File: config.mk
export PLATFORM = sky130hd
export DESIGN_NAME = hpio_top
export DESIGN_NICKNAME = d
export VERILOG_FILES = /design/src/hpio_pkg.sv /design/src/hpio_hs_chan.sv /design/src/hpio_top.sv
export SDC_FILE = /design/constraint.sdc
export NUM_CORES = 1
export LEC_CHECK = 0
export CORE_ASPECT_RATIO = 1.4
export CORE_MARGIN = 3
export CORE_UTILIZATION = 45
export CTS_CLUSTER_SIZE = 25
export DETAILED_ROUTE_END_ITERATION = 12
export DONT_BUFFER_PORTS = 1
export GPL_TIMING_DRIVEN = 0
export PLACE_DENSITY = 0.66
export SLEW_MARGIN = 25
export SYNTH_ARGS = -nofsm -noshare
export SYNTH_HDL_FRONTEND = slang
export SYNTH_SLANG_ARGS = --single-unit
export TNS_END_PERCENT = 20
File: constraint.sdc
create_clock -name mclk -period 1.93 [get_ports mclk]
set_input_delay 0.193 -clock mclk [delete_from_list [all_inputs] [get_ports mclk]]
set_output_delay 0.193 -clock mclk [all_outputs]
set_load 0.05 [all_outputs]
File: src/hpio_pkg.sv
// Shared constants, field layouts and carrier types of the handshake parallel I/O block
// Behaviour
// - The block offers 24 digital lines, each of which software can make an input or an output.
// - The lines form three 8-bit ports, first_port, second_port and third_port, bits 0 to 7.
// - One configuration register holds every direction and mode, and writing it resets all ports and clears their output data.
// - In basic mode all third_port lines are plain I/O, as two 4-bit halves with their own direction.
// - In the handshake modes third_port carries handshake and status lines, leaving zero, two, three or five lines free.
// - Strobed input uses third_port bits 5 to 0 as input_latch_full A, load_strobe_n A, service_request A, load_strobe_n B, input_latch_full B, service_request B.
// - Strobed output uses bits 7 and 6 as output_latch_full_n A and peer_accept_n A, bits 3 to 0 as service_request A, peer_accept_n B, output_latch_full_n B, service_request B.
// - Bidirectional mode uses bits 7 to 3 as output_latch_full_n, peer_accept_n, input_latch_full, load_strobe_n and service_request of first_port, bits 2 to 0 stay I/O.
// - load_strobe_n, peer_accept_n and output_latch_full_n are active low, input_latch_full and service_request active high.
// - A low load_strobe_n captures port data into the input latch and the block then raises input_latch_full.
// - After a host write to a handshaking port the block drives output_latch_full_n low.
// - service_request goes high when a handshake transfer needs service, only while its enable is set.
package hpio_pkg;

	////////////////////////////////////////////////////////////////////////////////
	// Widths and register offsets
	localparam int          PORT_WIDTH   = 8;
	localparam int          ADDR_WIDTH   = 3;
	localparam int          IRQ_WIDTH    = 2;
	localparam int          HSEN_WIDTH   = 3;
	localparam logic [2:0]  ADDR_FIRST   = 3'h0;
	localparam logic [2:0]  ADDR_SECOND  = 3'h1;
	localparam logic [2:0]  ADDR_THIRD   = 3'h2;
	localparam logic [2:0]  ADDR_CONFIG  = 3'h3;
	localparam logic [2:0]  ADDR_IRQSTAT = 3'h4;
	localparam logic [2:0]  ADDR_IRQCLR  = 3'h5;
	localparam logic [2:0]  ADDR_IRQEN   = 3'h6;
	localparam logic [2:0]  ADDR_HSEN    = 3'h7;

	////////////////////////////////////////////////////////////////////////////////
	// Configuration word and modes of the first port group
	typedef struct packed {
		logic       spare;
		logic [1:0] aMode;
		logic       aIn;
		logic       cHiIn;
		logic       bMode;
		logic       bIn;
		logic       cLoIn;
	} hpio_cfg_t;

	localparam hpio_cfg_t  CFG_RESET    = 8'h9b;
	localparam logic [1:0] MODE_BASIC   = 2'h0;
	localparam logic [1:0] MODE_STROBED = 2'h1;
	localparam logic [1:0] MODE_BIDIR   = 2'h2;

	////////////////////////////////////////////////////////////////////////////////
	// Third port bit positions and masks of the handshake lines
	localparam int         C_A_OLF   = 7;
	localparam int         C_A_ACK   = 6;
	localparam int         C_A_ILF   = 5;
	localparam int         C_A_STB   = 4;
	localparam int         C_A_SRQ   = 3;
	localparam int         C_B_STRB  = 2;
	localparam int         C_B_FULL  = 1;
	localparam int         C_B_SRQ   = 0;
	localparam logic [7:0] MASK_A_IN  = 8'h38;
	localparam logic [7:0] MASK_A_OUT = 8'hc8;
	localparam logic [7:0] MASK_A_BI  = 8'hf8;
	localparam logic [7:0] MASK_B     = 8'h07;
	localparam logic [7:0] HS_DRIVEN  = 8'hab;
	localparam logic [7:0] PORT_ALL   = 8'hff;
	localparam int         HALF_WIDTH = 4;

	// Interrupt and handshake enable bits
	localparam int IRQ_A      = 0;
	localparam int IRQ_B      = 1;
	localparam int HSEN_A_IN  = 0;
	localparam int HSEN_A_OUT = 1;
	localparam int HSEN_B     = 2;

	////////////////////////////////////////////////////////////////////////////////
	// Carriers and state records
	typedef struct packed {
		logic [7:0] first;
		logic [7:0] second;
		logic [7:0] third;
	} hpio_pins_t;

	typedef struct packed {
		logic [7:0] latch;
		logic       inFull;
		logic       outFullN;
		logic       strobePrev;
		logic       servReq;
	} hpio_hs_state_t;

	localparam hpio_hs_state_t HS_RESET = '{latch: 8'h00, inFull: 1'b0, outFullN: 1'b1,
		strobePrev: 1'b1, servReq: 1'b0};

	typedef struct packed {
		hpio_cfg_t              cfg;
		logic [7:0]             firstOut;
		logic [7:0]             secondOut;
		logic [7:0]             thirdOut;
		logic [IRQ_WIDTH-1:0]   irqStat;
		logic [IRQ_WIDTH-1:0]   irqEn;
		logic [HSEN_WIDTH-1:0]  hsEn;
		logic [IRQ_WIDTH-1:0]   servPrev;
		logic [7:0]             rdData;
		hpio_pins_t             pinOut;
		hpio_pins_t             pinOeN;
		logic                   irq;
	} hpio_state_t;

	localparam hpio_state_t TOP_RESET = '{cfg: CFG_RESET,
		pinOeN: '{first: PORT_ALL, second: PORT_ALL, third: PORT_ALL}, default: '0};

endpackage : hpio_pkg

File: src/hpio_hs_chan.sv
// One strobed handshake channel: input latch, output latch flag and service request
`timescale 1ns/1ps
module hpio_hs_chan
	import hpio_pkg::*;
#(
	parameter int W = PORT_WIDTH
)
(
	input  wire logic         mclk,
	input  wire logic         rst,
	input  wire logic         inMode,
	input  wire logic         outMode,
	input  wire logic         inIe,
	input  wire logic         outIe,
	input  wire logic         strobeN,
	input  wire logic         acceptN,
	input  wire logic [W-1:0] pinData,
	input  wire logic         hostRead,
	input  wire logic         hostWrite,
	input  wire logic         clear,
	output logic      [W-1:0] latchData,
	output logic              inFull,
	output logic              outFullN,
	output logic              servReq
);

	hpio_hs_state_t s_q;
	hpio_hs_state_t s_d;

	////////////////////////////////////////////////////////////////////////////////
	// Next state; a strobe edge beats a host read in the same cycle
	always_comb
	begin
		s_d = s_q;
		s_d.strobePrev = strobeN;
		if (inMode && !strobeN && s_q.strobePrev)
		begin
			s_d.latch  = pinData;
			s_d.inFull = 1'b1;
		end
		else if (hostRead)
		begin
			s_d.inFull = 1'b0;
		end
		if (outMode && hostWrite)
		begin
			s_d.outFullN = 1'b0;
		end
		else if (outMode && !acceptN)
		begin
			s_d.outFullN = 1'b1;
		end
		// Request only while the matching enable is set
		s_d.servReq = (inMode && inIe && s_d.inFull && strobeN)
			|| (outMode && outIe && s_d.outFullN && acceptN);
		if (clear)
		begin
			s_d = HS_RESET;
		end
	end

	// State register
	always_ff @(posedge mclk)
	begin
		if (rst)
			s_q <= HS_RESET;
		else
			s_q <= s_d;
	end

	assign latchData = s_q.latch;
	assign inFull    = s_q.inFull;
	assign outFullN  = s_q.outFullN;
	assign servReq   = s_q.servReq;
endmodule : hpio_hs_chan

File: src/hpio_top.sv
// Top of the handshake parallel I/O block: register port, port pins, third port mapping
//
// Added by the designer: the address map and strobed register access.
`timescale 1ns/1ps
module hpio_top
	import hpio_pkg::*;
(
	input  wire logic                  mclk,
	input  wire logic                  rst,
	input  wire logic [ADDR_WIDTH-1:0] regAddr,
	input  wire logic [7:0]            regWrData,
	input  wire logic                  regWrite,
	input  wire logic                  regRead,
	output logic      [7:0]            regRdData,
	input  wire hpio_pins_t            pinIn,
	output hpio_pins_t                 pinOut,
	output hpio_pins_t                 pinOeN,
	output logic                       irq
);

	hpio_state_t s_q;
	hpio_state_t s_d;

	////////////////////////////////////////////////////////////////////////////////
	// Mode decode from the configuration word
	logic aStb;
	logic aBidir;
	logic aInStb;
	logic aOutStb;
	logic aBasic;
	logic bInStb;
	logic bOutStb;
	logic cfgWrite;
	logic firstRead;
	logic firstWrite;
	logic secondRead;
	logic secondWrite;

	assign aStb        = (s_q.cfg.aMode == MODE_STROBED);
	assign aBidir      = (s_q.cfg.aMode >= MODE_BIDIR);   // Unused code acts as bidirectional
	assign aBasic      = (s_q.cfg.aMode == MODE_BASIC);
	assign aInStb      = aStb && s_q.cfg.aIn;
	assign aOutStb     = aStb && !s_q.cfg.aIn;
	assign bInStb      = s_q.cfg.bMode && s_q.cfg.bIn;
	assign bOutStb     = s_q.cfg.bMode && !s_q.cfg.bIn;
	assign cfgWrite    = regWrite && (regAddr == ADDR_CONFIG);
	assign firstRead   = regRead && (regAddr == ADDR_FIRST);
	assign firstWrite  = regWrite && (regAddr == ADDR_FIRST);
	assign secondRead  = regRead && (regAddr == ADDR_SECOND);
	assign secondWrite = regWrite && (regAddr == ADDR_SECOND);

	////////////////////////////////////////////////////////////////////////////////
	// Handshake channels for the first and second port
	logic [7:0] aLatch;
	logic       aFull;
	logic       aOutFullN;
	logic       aSrv;
	logic [7:0] bLatch;
	logic       bFull;
	logic       bOutFullN;
	logic       bSrv;

	hpio_hs_chan #(
		.W         (PORT_WIDTH)
	) u_chan_a (
		.mclk      (mclk),
		.rst       (rst),
		.inMode    (aInStb || aBidir),
		.outMode   (aOutStb || aBidir),
		.inIe      (s_q.hsEn[HSEN_A_IN]),
		.outIe     (s_q.hsEn[HSEN_A_OUT]),
		.strobeN   (pinIn.third[C_A_STB]),
		.acceptN   (pinIn.third[C_A_ACK]),
		.pinData   (pinIn.first),
		.hostRead  (firstRead),
		.hostWrite (firstWrite),
		.clear     (cfgWrite),
		.latchData (aLatch),
		.inFull    (aFull),
		.outFullN  (aOutFullN),
		.servReq   (aSrv)
	);

	// The second port shares one pin for strobe and accept, chosen by its direction
	hpio_hs_chan #(
		.W         (PORT_WIDTH)
	) u_chan_b (
		.mclk      (mclk),
		.rst       (rst),
		.inMode    (bInStb),
		.outMode   (bOutStb),
		.inIe      (s_q.hsEn[HSEN_B]),
		.outIe     (s_q.hsEn[HSEN_B]),
		.strobeN   (pinIn.third[C_B_STRB]),
		.acceptN   (pinIn.third[C_B_STRB]),
		.pinData   (pinIn.second),
		.hostRead  (secondRead),
		.hostWrite (secondWrite),
		.clear     (cfgWrite),
		.latchData (bLatch),
		.inFull    (bFull),
		.outFullN  (bOutFullN),
		.servReq   (bSrv)
	);

	////////////////////////////////////////////////////////////////////////////////
	// Third port line ownership and values
	logic [7:0] hsMask;
	logic [7:0] hsVal;
	logic [7:0] dirOutC;
	logic [7:0] thirdDrive;
	logic [7:0] thirdVal;
	logic [7:0] thirdRead;

	// Which lines the handshake modes take over
	assign hsMask = (aInStb ? MASK_A_IN : '0) | (aOutStb ? MASK_A_OUT : '0)
		| (aBidir ? MASK_A_BI : '0) | (s_q.cfg.bMode ? MASK_B : '0);

	// Handshake outputs placed at their line positions; input lines stay high here
	always_comb
	begin
		hsVal           = PORT_ALL;
		hsVal[C_A_OLF]  = aOutFullN;
		hsVal[C_A_ILF]  = aFull;
		hsVal[C_A_SRQ]  = aSrv;
		hsVal[C_B_FULL] = s_q.cfg.bIn ? bFull : bOutFullN;
		hsVal[C_B_SRQ]  = bSrv;
	end

	// Two halves with their own direction, handshake outputs always driven
	assign dirOutC    = {{HALF_WIDTH{!s_q.cfg.cHiIn}}, {HALF_WIDTH{!s_q.cfg.cLoIn}}};
	assign thirdDrive = (hsMask & HS_DRIVEN) | (~hsMask & dirOutC);
	assign thirdVal   = (hsMask & hsVal) | (~hsMask & s_q.thirdOut);
	assign thirdRead  = (hsMask & ((HS_DRIVEN & hsVal) | (~HS_DRIVEN & pinIn.third)))
		| (~hsMask & ((dirOutC & s_q.thirdOut) | (~dirOutC & pinIn.third)));

	////////////////////////////////////////////////////////////////////////////////
	// Port read data and pin drive of the first two ports
	logic [7:0]           firstVal;
	logic [7:0]           secondVal;
	logic                 aDrive;
	logic                 bDrive;
	logic [IRQ_WIDTH-1:0] servNow;
	logic [IRQ_WIDTH-1:0] servRise;

	// A latched port reads its latch; a basic input reads the pins directly
	assign firstVal  = (aInStb || aBidir) ? aLatch
		: ((aBasic && s_q.cfg.aIn) ? pinIn.first : s_q.firstOut);
	assign secondVal = bInStb ? bLatch
		: ((!s_q.cfg.bMode && s_q.cfg.bIn) ? pinIn.second : s_q.secondOut);

	// The bidirectional port drives only while the peer holds accept low
	assign aDrive = (aBasic && !s_q.cfg.aIn) || aOutStb
		|| (aBidir && !pinIn.third[C_A_ACK]);
	assign bDrive = !s_q.cfg.bIn;

	assign servNow          = {bSrv, aSrv};
	assign servRise         = servNow & ~s_q.servPrev;

	////////////////////////////////////////////////////////////////////////////////
	// Register file, interrupt status and registered pin drive
	always_comb
	begin
		s_d = s_q;
		s_d.servPrev = servNow;
		// Plain data writes; third port writes never reach handshake lines
		if (firstWrite)
			s_d.firstOut = regWrData;
		if (secondWrite)
			s_d.secondOut = regWrData;
		if (regWrite && (regAddr == ADDR_THIRD))
			s_d.thirdOut = (s_q.thirdOut & hsMask) | (regWrData & ~hsMask);
		if (regWrite && (regAddr == ADDR_IRQEN))
			s_d.irqEn = regWrData[IRQ_WIDTH-1:0];
		if (regWrite && (regAddr == ADDR_HSEN))
			s_d.hsEn = regWrData[HSEN_WIDTH-1:0];
		// Status bits stick; a new event wins over a clear in the same cycle
		s_d.irqStat = s_q.irqStat;
		if (regWrite && (regAddr == ADDR_IRQCLR))
			s_d.irqStat = s_q.irqStat & ~regWrData[IRQ_WIDTH-1:0];
		s_d.irqStat = s_d.irqStat | servRise;
		// A configuration write drops all held output data
		if (cfgWrite)
		begin
			s_d.cfg       = regWrData;
			s_d.firstOut  = '0;
			s_d.secondOut = '0;
			s_d.thirdOut  = '0;
		end
		// Read data stand for one cycle only
		s_d.rdData = '0;
		if (regRead)
		begin
			unique case (regAddr)
				ADDR_FIRST:   s_d.rdData = firstVal;
				ADDR_SECOND:  s_d.rdData = secondVal;
				ADDR_THIRD:   s_d.rdData = thirdRead;
				ADDR_CONFIG:  s_d.rdData = s_q.cfg;
				ADDR_IRQSTAT: s_d.rdData = {{(PORT_WIDTH-IRQ_WIDTH){1'b0}}, s_q.irqStat};
				ADDR_IRQCLR:  s_d.rdData = '0;
				ADDR_IRQEN:   s_d.rdData = {{(PORT_WIDTH-IRQ_WIDTH){1'b0}}, s_q.irqEn};
				ADDR_HSEN:    s_d.rdData = {{(PORT_WIDTH-HSEN_WIDTH){1'b0}}, s_q.hsEn};
			endcase
		end
		// Pins follow the state one cycle later so that every output is a flop
		s_d.pinOut.first   = s_q.firstOut;
		s_d.pinOut.second  = s_q.secondOut;
		s_d.pinOut.third   = thirdVal;
		s_d.pinOeN.first   = aDrive ? '0 : PORT_ALL;
		s_d.pinOeN.second  = bDrive ? '0 : PORT_ALL;
		s_d.pinOeN.third   = ~thirdDrive;
		s_d.irq            = |(s_d.irqStat & s_d.irqEn);
	end

	// State register, synchronous reset leaves every pin undriven
	always_ff @(posedge mclk)
	begin
		if (rst)
			s_q <= TOP_RESET;
		else
			s_q <= s_d;
	end

	assign regRdData = s_q.rdData;
	assign pinOut    = s_q.pinOut;
	assign pinOeN    = s_q.pinOeN;
	assign irq       = s_q.irq;
endmodule : hpio_top

After elaboration in Yosys (flattened, before gate mapping)

Index checks and enable logic that the tools add are counted.

$add $sub $neg: 0
$mul: 0
Div/mod/pow operators: 0
$lt $le $gt $ge: 1
Equality and inequality tests: 8
Shift operators: 0
Mux-type cells: 22
Bitwise gates (word level): 28
Reductions and logical operators: 56

Operators with widths:

| kind                                           | count |
|---|---|
| AND 8 bit                                      | 9 |
| two-way mux 8 bit                              | 8 |
| one-hot mux 8 bit (8 select lines)             | 1 |
| bitwise OR 8 bit                               | 6 |
| logical AND 1 bit                              | 37 |
| NOT 8 bit                                      | 3 |
| == test 3 bit (second input constant)          | 4 |
| two-way mux 1 bit                              | 9 |
| zero test 1 bit                                | 8 |
| bitwise OR 6 x 8 -> 8 bit                      | 1 |
| bitwise OR 8 x 3 -> 8 bit                      | 1 |
| bitwise OR 8 x 7 -> 8 bit                      | 1 |
| AND 2 bit                                      | 3 |
| == test 3 x 2 -> 1 bit (second input constant) | 2 |
| logical OR 1 bit                               | 6 |
| two-way mux 6 bit                              | 1 |
| OR reduction 2 bit                             | 3 |
| two-way mux 2 bit                              | 2 |
| NOT 2 bit                                      | 2 |
| == test 3 x 1 -> 1 bit (second input constant) | 1 |
| zero test 3 bit                                | 1 |
| two-way mux 3 bit                              | 1 |
| == test 2 x 1 -> 1 bit (second input constant) | 1 |
| >= comparator 2 bit (second input constant)    | 1 |
| other kinds (3)                                | 3 |

Register bits: 122
Bits in latches: 0
Bits in writable memories: 0
ROM bits: 0
Memories kept: 0

Longest topological paths before layout

Word-level depth: 10
Depth in mapped cells: 7
Mapped depth without buffers: 4

By module

From an unflattened synthesis, not the netlist that was laid out.

Cell total of the unflattened synthesis: 604
Area, all modules: 5,026.1 um2

Modules (own cells, without submodules):

| module       | instances | cells an instance | area an instance (um2) | sequential area each (um2) |
|---|---|---|---|---|
| hpio_top     | 1         | 484               | 4,032.6                | 1,661.6 |
| hpio_hs_chan | 2         | 60                | 496.7                  | 240.2 |

Least setup slack after synthesis

No wires, ideal clock.

Path type: reg-to-reg
Start point: register s_q[93] (netlist name)
End point: register s_q, in the netlist regRdData[5]
Library setup time: 122 ps
Data arrival time: 1,342 ps
Required time: 1,808 ps
Slack: 466 ps
Stages on the path, launching flop included: 6
Path buffers: 1
Period minus slack after synthesis: 1,464 ps
Cells stage by stage: dfxtp_1 > clkbuf_1 > mux2_2 > nand2_1 > a21boi_0 > o311a_1

Longest elaborated chain between the ends: 7
Elaborated cells between the ends (all ways): 8
Classes of those cells: 1 x mux; 6 x bitwise; 1 x reduce/logical

RTL lines:

| element                              | RTL line        | RTL |
|---|---|---|
| from (decl)                          | hpio_top.sv:21  | `hpio_state_t s_q;` |
| from (signal assigned)               | hpio_top.sv:219 | `s_q <= TOP_RESET;` |
| from (signal assigned)               | hpio_top.sv:221 | `s_q <= s_d;` |
| zero test 1 bit *                    | hpio_top.sv:131 | `assign dirOutC = {{HALF_WIDTH{!s_q.cfg.cHiIn}}, {HALF_WIDTH{!s_q.cfg.cLoIn}}};` |
| NOT 8 bit                            | hpio_top.sv:135 | `\| (~hsMask & ((dirOutC & s_q.thirdOut) \| (~dirOutC & pinIn.third)));` |
| AND 8 bit                            | hpio_top.sv:135 |  |
| bitwise OR 8 bit *                   | hpio_top.sv:135 |  |
| AND 8 bit *                          | hpio_top.sv:135 |  |
| bitwise OR 8 bit *                   | hpio_top.sv:135 |  |
| one-hot mux 8 bit (8 select lines) * | hpio_top.sv:194 | `unique case (regAddr)` |

Every way passes the cells marked *; elsewhere a longest branch is shown, timed or not.
A chain may end at the register's enable or synchronous reset.

Final worst setup path

Same ends and word-level chain as after synthesis.

==> metrics.csv <==
stage;metric;value;unit
run_status;status;finished, final reports clean;
critical_path;critPathSlowestCell;mux2_2;
hold_path;min_from;pinIn[20];
critical_path;cpPeakStageDelay;390;ps
yosys;ys_types;50;
routing;drt_pass1_iterations;5;
floorplan;rows;44;
sta;fin_crit_sh;0.902;
cts;clock-sinks;107;
cts;tritoncts;done;
sta;rsz0062_at_grt;no;
critical_path;cp_top_family;compound AO/OA/AOI/OAI gates;
sta;final.min_clock_period;1740;ps
routing;vias_per_cell;5.51;
critical_path;rr_startpoint;s_q[93]$_SDFFE_PP1P_;
sta;finalSetupViolations;0;
global_routing;grt.met2_usage;0.382;
yosys;synth_top_area_frac;0.433;
yosys;synth-edff-count;0;
yosys;synthArstFlopShare;0;
placed_design;place_congestion;0.920;
floorplan;io_pins;96;
global_routing;antenna_found_initial;0;
placed_design;numPortBuffers;0;
hold_path;worstHoldEndpoint;u_chan_a.latchData[4]$_SDFFE_PP0P_;
floorplan;dieArea;12300;um^2
global_routing;grt_usage;0.230;
critical_path;critPathMaxFanout;10;
critical_path;reg2reg_to;regRdData[5]$_SDFF_PP0_;
sta;final.setup.tns;0;ps
global_routing;grt_max_degree;18;
cts;clk_latency;350;ps
critical_path;r2r_slack;190;ps
pwr;ir_drop;0.565;mV
yosys;synth_ff_type;dfxtp_1;
routing;drtIter0Drc;229;
critical_path;critical_path_arrival;1970;ps
floorplan;die_w;94.7;um
sta;worst_slack;190;ps
critical_path;required;2160;ps
critical_path;cp_cell_sequence;clkbuf_1, mux2_2, nand2_1, a21boi_0, o311a_1;
layout;drive_gt1_frac;0.181;
placed_design;dp_hpwl;10000;um
cts;cts-root-buf;clkbuf_16;
yosys;synthTopCellsByCount;107 x dfxtp_1, 87 x nand2_1, 67 x a21oi_1;
yosys;synth_fp_nets;622;
sta;fmax;575;MHz
yosys;avgSynthCellArea;8.49;um^2
yosys;yosys-top-cells-area;dfxtp_1 43%, buf_4 9.6%, a21oi_1 6.8%;
layout;syn_to_final_growth;13.9;%
floorplan;initial_utilization;0.469;
global_routing;use_met1;0.276;
global_routing;grt-busiest-layer;met2;
critical_path;rr_worst_depth;5;
cts;htreeDepth;3;
cts;clk_pin_slew_worst_paths;70;ps
routing;route.detailed.wl_per_inst;18.0;um
floorplan;die_h;130;um
hold_path;min_path_type;in -> reg;
yosys;synth_warnings;0;
yosys;ys_seq_elements;107;
critical_path;crit_buf_inv;1;
floorplan;core-area;10600;um^2
global_routing;gr-usage-met3;0.0513;
layout;diodes;0;
yosys;synth_area_leader_cell;dfxtp_1;
layout;final.fill_count;1040;
sta;tightestPinTransition;623;ps
global_routing;first_global_vias;4028;
critical_path;path_class;reg -> reg;
critical_path;crit_path_end_kind;flop;
yosys;syn_area;4950;um^2
routing;drc;0;
pwr;total_power;4640;uW
sta;skew;4.01;ps
critical_path;crit_path_start_kind;flop;
sta;drv_slew;0;
run;drv_cap;0;
placed_design;pre_cts_ws;185;ps
pwr;power_density;823;nW/um^2
sta;maxSlewHeadroom;0.584;
global_routing;grt_pass1_wl;21400;um
hold_path;holdPathStages;2;
yosys;synth_most_common_cell;dfxtp_1;
layout;nNetsFinal;654;
routing;routed_wl;13700;um
cts;numCtsBuffers;9;
cts;cts_setup_buffers;0;
global_routing;grt-ovfl-total;0;
routing;vias;4179;
routing;ant_nets;0;
pwr;p_leak;0.00222;uW
cts;cts_max_path_buffers;2;
yosys;synth-seq-area-share;0.433;
sta;hold_viol_final;0;
yosys;syn-instance-count;583;
per-layer routing:
layer  part of all wire  up-vias
met4              0.045        0
li1                   -     1992
met3              0.079       42
met5                  0        -
met1               0.39     1975
met2               0.49      170
per-stage QoR:
step	instance area [um^2]	hold WS, ps	cells	util
2_1_floorplan	4950	297	583	-
3_3_place_gp	5120	300	721	0.485
3_5_place_dp	5120	300	721	0.485
4_1_cts	5640	1.25	758	0.533
5_1_grt	5640	14.4	758	0.533
6_report	5640	1.49	758	0.533
worst max path at each step:
stage	from	cells past startpoint	endpoint	slack, ps
6_report	s_q[93]$_SDFFE_PP1P_	5	regRdData[5]$_SDFF_PP0_	190
4_1_cts	s_q[93]$_SDFFE_PP1P_	5	regRdData[5]$_SDFF_PP0_	200
2_1_floorplan	s_q[93]$_SDFFE_PP1P_	5	regRdData[5]$_SDFF_PP0_	470
3_5_place_dp	regWrite	6	u_chan_b.latchData[6]$_SDFFE_PP0P_	180
5_1_grt	s_q[93]$_SDFFE_PP1P_	5	regRdData[5]$_SDFF_PP0_	110
3_3_place_gp	regWrite	6	flop	210
state kept, by name (all words and copies together) (netlist names), named ones only:
register / cells
pinOut: 24
irq: 1
u_chan_a.outFullN: 1
u_chan_a.servReq: 1
s_q: 17
u_chan_b.s_q: 1
regRdData: 8
u_chan_a.s_q: 1
s_d: 16
u_chan_b.latchData: 8
u_chan_b.outFullN: 1
u_chan_b.inFull: 1
u_chan_b.servReq: 1
u_chan_a.latchData: 8
u_chan_a.inFull: 1
pinOeN: 9
layout by cell type, fill, tap and decap left out, types with 8 or more instances in the layout:
cell	synthesis	layout
nor2_1	48	48
mux2i_1	25	25
clkbuf_16	0	9
a21oi_1	67	67
dfxtp_1	107	107
nor2b_1	31	31
clkbuf_1	8	8
o21ai_0	18	18
nand2_1	87	87
inv_1	9	9
buf_2	19	19
dlygate4sd3_1	0	21
buf_4	63	63
nand3_1	9	9
layout make-up:
type,count,area (um^2),area share
multi-input combinational,374,2140,0.380
sequential,107,2140,0.380
buffer,93,632,0.112
clock buffer,10,239,0.0424
timing repair buffer,21,210,0.0373
tap,138,173,0.0306
clock inverter,6,65.1,0.0115
inverter,9,33.8,0.00599
worst register-to-register path, cell delays in order, from the launching register on:
cell and delay [ps]:
dfxtp_1 310, clkbuf_1 380, mux2_2 390, nand2_1 70, a21boi_0 120, o311a_1 360
power breakdown:
group / leakage, uW / internal, uW / switching (uW)
logic: 0.00121 / 179 / 327
registers: 0.000866 / 2250 / 23.2
clock network: 0.000148 / 1040 / 820
total: 0.00222 / 3470 / 1170
kinds of logic (layout without fill, tap and decap cells):
logic type,after synthesis,in the layout,share of synthesized area
compound gates,126,126,0.153
buf+inv,102,139,0.134
mux,29,29,0.0596
flops,107,107,0.433
simple gates,219,219,0.220
what timing repair did:
item,CTS,global route
gates resized for setup,0,0
hold buffers,21,0
hold endpoints to repair,44,0
Power figures use the tool's default switching activity.
